File: config.mk
export PLATFORM = sky130hd
export DESIGN_NAME = pdwr_host
export DESIGN_NICKNAME = d
export VERILOG_FILES = /design/src/pdwr_pkg.sv /design/src/pdwr_host.sv /design/src/pdwr_sync.sv
export VERILOG_INCLUDE_DIRS = /design/src
export SDC_FILE = /design/constraint.sdc
export NUM_CORES = 1
export LEC_CHECK = 0
export ABC_AREA = 1
export BUFFER_PORTS_ARGS = -buffer_cell sky130_fd_sc_hd__clkbuf_2
export CAP_MARGIN = 20
export CORE_MARGIN = 3
export CORE_UTILIZATION = 23
export CTS_CLUSTER_SIZE = 30
export DETAILED_ROUTE_END_ITERATION = 8
export SETUP_SLACK_MARGIN = 0.05
export SLEW_MARGIN = 10
export SYNTH_ARGS = -nofsm -noshare
export SYNTH_HDL_FRONTEND = slang
export SYNTH_SLANG_ARGS = --single-unit
File: constraint.sdc
create_clock -name REF_CLK -period 4.4 [get_ports REF_CLK]
set_input_delay 0.22 -clock REF_CLK [delete_from_list [all_inputs] [get_ports REF_CLK]]
set_output_delay 0.22 -clock REF_CLK [all_outputs]
set_load 0.01 [all_outputs]
File: src/pdwr_map.svh
// pdwr_map.svh: field positions and timing counts for the host port
// assumes: included by bare name; REF_CLK runs at 50 MHz
`ifndef PDWR_MAP_SVH
`define PDWR_MAP_SVH
`define PDWR_CLK_PERIOD_NS 20
`define PDWR_DATA_W 12
`define PDWR_DATA_MSB 11
`define PDWR_DATA_LSB 0
// least and greatest times, ns, as printed for the lower supply range (worst case)
`define PDWR_T_CS_LOW_NS 10
`define PDWR_T_DATA_SETUP_NS 6
`define PDWR_T_RW_HIGH_TO_CS_NS 5
`define PDWR_T_CS_HIGH_NS 9
`define PDWR_T_ACCESS_MAX_NS 40
`define PDWR_T_RELINQUISH_MAX_NS 10
// cycles, least and greatest times rounded up, never below one
`define PDWR_CYC(ns) (((ns) + `PDWR_CLK_PERIOD_NS - 1) / `PDWR_CLK_PERIOD_NS)
`define PDWR_CS_LOW_CYC (`PDWR_CYC(`PDWR_T_CS_LOW_NS) + \
  `PDWR_CYC(`PDWR_T_DATA_SETUP_NS))
`define PDWR_ACCESS_CYC (`PDWR_CYC(`PDWR_T_ACCESS_MAX_NS) + 1)
`define PDWR_RW_SETUP_CYC `PDWR_CYC(`PDWR_T_RW_HIGH_TO_CS_NS)
`define PDWR_GAP_CYC (`PDWR_CYC(`PDWR_T_CS_HIGH_NS) + \
  `PDWR_CYC(`PDWR_T_RELINQUISH_MAX_NS))
`define PDWR_CNT_W 4
`endif

File: src/pdwr_pkg.sv
// pdwr_pkg.sv: types for the parallel converter host port
// assumes: nothing beyond the map header
package pdwr_pkg;
  typedef enum logic [5:0] {
    PDWR_IDLE = 6'h01,
    PDWR_WR_LOW = 6'h02,
    PDWR_RD_SETUP = 6'h04,
    PDWR_RD_LOW = 6'h08,
    PDWR_GAP = 6'h10,
    PDWR_WR_END = 6'h20
  } pdwr_state_t;
endpackage

File: src/pdwr_host.sv
// pdwr_host.sv: host controller driving a 12-bit converter parallel port
// assumes: device pins wired straight to the PDB/CS/RW ports; the pad
// merges PDB_O and PDB_OE with the device's drive
//
// Summary of operation
// - select low frames every transfer
// - write holds direction low, drives code
// - readback holds direction high, device drives
// - twelve bit bus, bit 11 is MSB
`timescale 1ns/1ns
`include "pdwr_map.svh"
module pdwr_host
  import pdwr_pkg::*;
(
  input wire logic REF_CLK,
  input wire logic RST,
  input wire logic WR_REQ,
  input wire logic [`PDWR_DATA_MSB:0] WR_CODE,
  input wire logic RD_REQ,
  output logic REQ_READY,
  output logic [`PDWR_DATA_MSB:0] RD_CODE,
  output logic RD_VALID,
  output logic WR_DONE,
  output logic CS_N,
  output logic RW,
  output logic [`PDWR_DATA_MSB:0] PDB_O,
  output logic PDB_OE,
  input wire logic [`PDWR_DATA_MSB:0] PDB_I
);
  //////////////////////////////////////////////////////////////////////////
  typedef struct packed
  {
    pdwr_state_t st;
    logic [`PDWR_CNT_W-1:0] cnt;
    logic cs_n;
    logic rw;
    logic oe;
    logic [`PDWR_DATA_MSB:0] wdata;
    logic [`PDWR_DATA_MSB:0] rdata;
    logic rvalid;
    logic wdone;
    logic [`PDWR_DATA_MSB:0] rprev;
    logic [1:0] retry;
  } pdwr_host_t;
  pdwr_host_t s_q;
  pdwr_host_t s_d;
  logic [`PDWR_DATA_MSB:0] pdb_sync;
  logic rd_settled;
  //////////////////////////////////////////////////////////////////////////
  // readback data is asynchronous to REF_CLK
  pdwr_sync #(.W(`PDWR_DATA_W)) u_sync
  (
    .clk(REF_CLK),
    .rst(RST),
    .din(PDB_I),
    .dout(pdb_sync)
  );
  //////////////////////////////////////////////////////////////////////////
  // a word caught while the pins change differs between two samples;
  // a bus that never settles is taken after three retries
  always_comb
  begin
    rd_settled = (pdb_sync == s_q.rprev) || (s_q.retry == 2'h3);
  end
  //////////////////////////////////////////////////////////////////////////
  always_comb
  begin
    s_d = s_q;
    s_d.rvalid = 1'b0;
    s_d.wdone = 1'b0;
    case (s_q.st)
      PDWR_IDLE:
      begin
        s_d.cs_n = 1'b1;
        s_d.oe = 1'b0;
        s_d.rw = 1'b0;
        // write has priority when both are asked together
        if (WR_REQ)
        begin
          s_d.rw = 1'b0;
          s_d.oe = 1'b1;
          s_d.wdata = WR_CODE;
          s_d.cs_n = 1'b0;
          s_d.cnt = `PDWR_CNT_W'(`PDWR_CS_LOW_CYC - 1);
          s_d.st = PDWR_WR_LOW;
        end
        else if (RD_REQ)
        begin
          s_d.rw = 1'b1;
          s_d.oe = 1'b0;
          s_d.cnt = `PDWR_CNT_W'(`PDWR_RW_SETUP_CYC - 1);
          s_d.st = PDWR_RD_SETUP;
        end
      end
      PDWR_WR_LOW:
      begin
        // pin levels restated per state so a bad mix heals in one cycle
        s_d.cs_n = 1'b0;
        s_d.rw = 1'b0;
        s_d.oe = 1'b1;
        if (s_q.cnt == '0)
        begin
          s_d.cs_n = 1'b1;
          s_d.st = PDWR_WR_END;
        end
        else
          s_d.cnt = s_q.cnt - 1'b1;
      end
      PDWR_WR_END:
      begin
        // data held one cycle past the rising edge for hold time
        s_d.cs_n = 1'b1;
        s_d.rw = 1'b0;
        s_d.oe = 1'b0;
        s_d.wdone = 1'b1;
        s_d.cnt = `PDWR_CNT_W'(`PDWR_GAP_CYC - 1);
        s_d.st = PDWR_GAP;
      end
      PDWR_RD_SETUP:
      begin
        s_d.rw = 1'b1;
        s_d.oe = 1'b0;
        if (s_q.cnt == '0)
        begin
          s_d.cs_n = 1'b0;
          s_d.retry = 2'h0;
          s_d.cnt = `PDWR_CNT_W'(`PDWR_ACCESS_CYC + 1);
          s_d.st = PDWR_RD_LOW;
        end
        else
          s_d.cnt = s_q.cnt - 1'b1;
      end
      PDWR_RD_LOW:
      begin
        s_d.cs_n = 1'b0;
        s_d.rw = 1'b1;
        s_d.oe = 1'b0;
        s_d.rprev = pdb_sync;
        // sample after access time plus two synchroniser stages
        if (s_q.cnt != '0)
          s_d.cnt = s_q.cnt - 1'b1;
        else if (rd_settled)
        begin
          s_d.rdata = pdb_sync;
          s_d.rvalid = 1'b1;
          s_d.cs_n = 1'b1;
          s_d.cnt = `PDWR_CNT_W'(`PDWR_GAP_CYC - 1);
          s_d.st = PDWR_GAP;
        end
        else
          s_d.retry = s_q.retry + 2'h1;
      end
      PDWR_GAP:
      begin
        // select high time and bus relinquish before any next drive
        s_d.cs_n = 1'b1;
        s_d.oe = 1'b0;
        if (s_q.cnt == '0)
        begin
          s_d.rw = 1'b0;
          s_d.st = PDWR_IDLE;
        end
        else
          s_d.cnt = s_q.cnt - 1'b1;
      end
      default:
      begin
        s_d.st = PDWR_IDLE;
        s_d.cs_n = 1'b1;
        s_d.oe = 1'b0;
        s_d.rw = 1'b0;
        s_d.cnt = '0;
        s_d.retry = 2'h0;
      end
    endcase
  end
  //////////////////////////////////////////////////////////////////////////
  always_ff @(posedge REF_CLK or posedge RST)
  begin
    if (RST)
    begin
      s_q.st <= PDWR_IDLE;
      s_q.cnt <= '0;
      s_q.cs_n <= 1'b1;
      s_q.rw <= 1'b0;
      s_q.oe <= 1'b0;
      s_q.wdata <= '0;
      s_q.rdata <= '0;
      s_q.rvalid <= 1'b0;
      s_q.wdone <= 1'b0;
      s_q.rprev <= '0;
      s_q.retry <= 2'h0;
    end
    else
      s_q <= s_d;
  end
  //////////////////////////////////////////////////////////////////////////
  assign REQ_READY = (s_q.st == PDWR_IDLE);
  assign RD_CODE = s_q.rdata;
  assign RD_VALID = s_q.rvalid;
  assign WR_DONE = s_q.wdone;
  assign CS_N = s_q.cs_n;
  assign RW = s_q.rw;
  assign PDB_O = s_q.wdata;
  assign PDB_OE = s_q.oe;
endmodule

File: src/pdwr_sync.sv
// pdwr_sync.sv: two flop synchroniser for a bus of pin inputs
// assumes: inputs are asynchronous to clk
`timescale 1ns/1ns
module pdwr_sync #(parameter int W = 1)
(
  input wire logic clk,
  input wire logic rst,
  input wire logic [W-1:0] din,
  output logic [W-1:0] dout
);
  typedef struct packed
  {
    logic [W-1:0] meta;
    logic [W-1:0] sync;
  } pdwr_sync_t;
  pdwr_sync_t s_q;
  pdwr_sync_t s_d;
  always_comb
  begin
    s_d.meta = din;
    s_d.sync = s_q.meta;
  end
  always_ff @(posedge clk or posedge rst)
  begin
    if (rst)
      s_q <= '0;
    else
      s_q <= s_d;
  end
  assign dout = s_q.sync;
endmodule

==> metrics.log <==
[metrics] # H-tree levels: 3
[metrics] main area contributors after synthesis: sky130_fd_sc_hd__dfrtp_1, sky130_fd_sc_hd__nand2_1, sky130_fd_sc_hd__buf_4
[metrics] post-detailed-route count of antenna-violating nets: 0
[metrics] Critical Setup Path Class: reg2reg
[metrics] Detailed Route Iter0 Violations: 105
[metrics] total of flip-flops plus latches after synthesis: 77
[metrics] ratio of cells with drive above 1 in the final layout: 0.2830
[metrics] top-level port count: 58
[metrics] most common cell after layout, fill and taps aside: sky130_fd_sc_hd__nand2_1
[metrics] post-synthesis average cell area: 9.415 sq um
[metrics] Floorplan Core Area: 14150 sq um
[metrics] Arrival @ worst endpoint: 2220 ps
[metrics] post-placement cell count: 567
[metrics] placed instance area: 3685 sq um
[metrics] post-CTS setup buffer count: 0
[metrics] non-filler instance count after layout: 597
[metrics] clock slew at the register clock pins of the worst setup and hold paths: 70 ps
[metrics] # nets final: 443
[metrics] clock tree root buffer cell: sky130_fd_sc_hd__clkbuf_16
[metrics] number of design rule violations left after detail routing: 0
[metrics] filler cell count in the final layout: 1440
[metrics] startpoint kind of the worst setup timing path: flip-flop
[metrics] quantity of gates resized following cts: 0
[metrics] cell depth of the worst min-delay path: 3
[metrics] gr ovfl total: 0
[metrics] layout overhead on the synthesized area: 22.55%
[metrics] GP Congestion: 0.8864
[metrics] Buffers on Ports: 57
[metrics] count of antenna diodes in the layout: 0
[metrics] buffer levels on the longest clock path: 2
[metrics] synthesis warning total: 0
[metrics] TritonCTS clock tree: built
[metrics] number of instances in the synthesized netlist: 360
[metrics] Max Fclk: 0.4986 GHz
[metrics] GR met2 Demand/Resource: 0.1412
[metrics] setup_tns: 0 ps
[metrics] cell type with the highest aggregate area in the netlist: sky130_fd_sc_hd__dfrtp_1
[metrics] final worst clock skew: 8.517 ps
[metrics] final cycle utilization of the critical path: 0.4558
[metrics] global route hottest layer: met2
[metrics] required time worst endpoint: 4610 ps
[metrics] clock net sink count: 77
[metrics] number of core rows: 43
[metrics] finished layout cell area: 4154 sq um
[metrics] Pwr per Cell Area: 606.7 nW/um^2
[metrics] post-synth design cell area: 3390 sq um
[metrics] initial core utilization: 0.2395
[metrics] tightest slew margin relative to the limit: 0.6336
[metrics] width of the die: 127.4 um
[metrics] result of the run: finished clean
[metrics] final slew viol count: 0
[metrics] register area share after synthesis: 0.5692
[metrics] HPWL after detailed placement: 4853 um
[metrics] final setup violating endpoints: 0
[metrics] via count: 2422
[metrics] endpoint kind of the worst setup timing path: flip-flop
[metrics] Die Span Y: 127.4 um
[metrics] number of buffers added by the clock tree synthesis step: 9
[metrics] number of antenna violations at the first check in global routing: 0
[metrics] min cycle time layout: 2005 ps
[metrics] peak ir drop on the vdd network: 0.2542 mV
[metrics] Post-Synthesis Net Count: 391
[metrics] final-report hold violation count: 0
[metrics] Routed WL: 6787 um
[metrics] total routing usage reported by global routing: 0.08901
[metrics] DR WL/cell: 11.37 um
[metrics] portion of synthesized cell area occupied by the leading cell type: 0.5537
[metrics] GR met3 Demand/Resource: 0.02299
[metrics] final core utilization: 0.2936
[metrics] count of TritonRoute iterations in the first routing pass: 4
[metrics] via count of the first global-routing pass: 2434
[metrics] class of the tightest hold or removal check: in2reg
[metrics] unrepaired setup endpoints after global routing: false
[metrics] cells on worst reg2reg path: 7
[metrics] leakage dissipation: 2.153 nW
[metrics] Worst Max-Slew Pin Slew: 549.0 ps
[metrics] MaxCap Viol Count: 0
[metrics] M1 GR Usage: 0.1133
[metrics] Total Die Area: 16230 sq um
[metrics] largest net degree at the start of global routing: 78
[metrics] commonest cells after routing, fill and taps aside: sky130_fd_sc_hd__nand2_1, sky130_fd_sc_hd__dfrtp_1, sky130_fd_sc_hd__clkbuf_2
[metrics] via-per-instance ratio: 4.057
[metrics] Power, Total: 2.520 mW
[metrics] post-synth cell types: 32
[metrics] global-route wire length before repair: 11640 um
[metrics] clock latency on the worst-skew pair: 330 ps
[metrics] largest driver fanout on the critical path: 26
-- through the flow --
| stage | setup slack (ps) | hold WS, ps |
|---|---|---|
| 6_report | 2395 | 92.61 |
| 4_1_cts | 2393 | 75.47 |
| 3_5_place_dp | 2403 | 329.7 |
| 3_3_place_gp | 2570 | 330.7 |
| 2_1_floorplan | 2217 | 251.4 |
| 5_1_grt | 2221 | 85.19 |
-- cell usage after synthesis --
cell                        number
sky130_fd_sc_hd__nor4_1          1
sky130_fd_sc_hd__o21ai_2        12
sky130_fd_sc_hd__dfrtp_1        75
sky130_fd_sc_hd__nor3_1          2
sky130_fd_sc_hd__o21ai_1         6
sky130_fd_sc_hd__inv_2           9
sky130_fd_sc_hd__nand4_1         4
sky130_fd_sc_hd__nand2_2         3
sky130_fd_sc_hd__nor2_4          1
sky130_fd_sc_hd__dfstp_2         2
sky130_fd_sc_hd__o21ai_0        12
sky130_fd_sc_hd__buf_2           5
sky130_fd_sc_hd__buf_6           2
sky130_fd_sc_hd__a41o_1          1
sky130_fd_sc_hd__ha_1            3
sky130_fd_sc_hd__o2111ai_1       1
sky130_fd_sc_hd__inv_1          32
sky130_fd_sc_hd__xor2_1          1
sky130_fd_sc_hd__nand4_2         1
sky130_fd_sc_hd__clkbuf_1        1
sky130_fd_sc_hd__nand2_1       110
sky130_fd_sc_hd__a21oi_1         3
sky130_fd_sc_hd__a21oi_2         1
sky130_fd_sc_hd__nor2_1         18
sky130_fd_sc_hd__nand3b_1        1
sky130_fd_sc_hd__xnor2_1         7
sky130_fd_sc_hd__nand3_2         5
sky130_fd_sc_hd__o211ai_1        1
sky130_fd_sc_hd__nor2_2          6
sky130_fd_sc_hd__nand3_4         1
sky130_fd_sc_hd__nand3_1         9
sky130_fd_sc_hd__buf_4          24
-- sequential cells by signal, indices dropped and copies added (netlist names), 12 cells and up --
name / flops
u_sync.dout: 12
s_q: 24
u_sync.s_d: 12
PDB_O: 12
RD_CODE: 12
-- path summary, 6_finish.rpt --
kind	end	slack, ps	from
min in group asynchronous	PDB_O[0]	410	RST
worst min-delay path	PDB_O[10]	90	WR_CODE[10]
worst min register to register	u_sync.dout[7]	350	u_sync.s_d[7]
worst max-delay path	RD_CODE[8]	2390	s_q[43]
worst max register to register	RD_CODE[8]	2390	s_q[43]
max in group asynchronous	CS_N	3390	RST
-- power breakdown --
group          internal, mW  total [mW]  switching (mW)
Sequential            0.872       0.975           0.103
Combinational         0.280       0.774           0.493
Clock                 0.453       0.771           0.318
-- cells by family after synthesis --
kind of cell,Yosys count,synth area share
compound gates,37,0.07235
buf+inv,73,0.1137
flops,77,0.5692
fa+ha+maj,3,0.01108
simple gates,162,0.2130
xor+xnor,8,0.02067
-- critical path, cell delays in order (launching register included) --
cell                      delay, ps
sky130_fd_sc_hd__dfrtp_1        420
sky130_fd_sc_hd__inv_1          100
sky130_fd_sc_hd__ha_1           200
sky130_fd_sc_hd__nand2_1        250
sky130_fd_sc_hd__inv_1          310
sky130_fd_sc_hd__nand3_4        350
sky130_fd_sc_hd__nand2_1        200
sky130_fd_sc_hd__o21ai_2         60
-- layer usage --
layer	part of all wire	vias up
li1	-	1205
met2	0.49	60
met5	0	-
met1	0.44	1143
met3	0.046	14
met4	0.023	0
-- layout make-up --
type                       instances  area [sq um]  area share
clock buffer                       9         225.2     0.05422
multi-input combinational        210          1075      0.2587
timing repair buffer              73         457.9      0.1102
clock inverter                     7         86.33     0.02078
sequential                        77          1929      0.4645
tap                              180         225.2     0.05422
inverter                          41         155.1     0.03735
-- timing repair --
action / in CTS / in global routing
endpoints found under the setup margin: 0 / 0
hold buffers: 12 / 1
hold endpoints to repair: 12 / 12
Power figures use the tool's default switching activity.
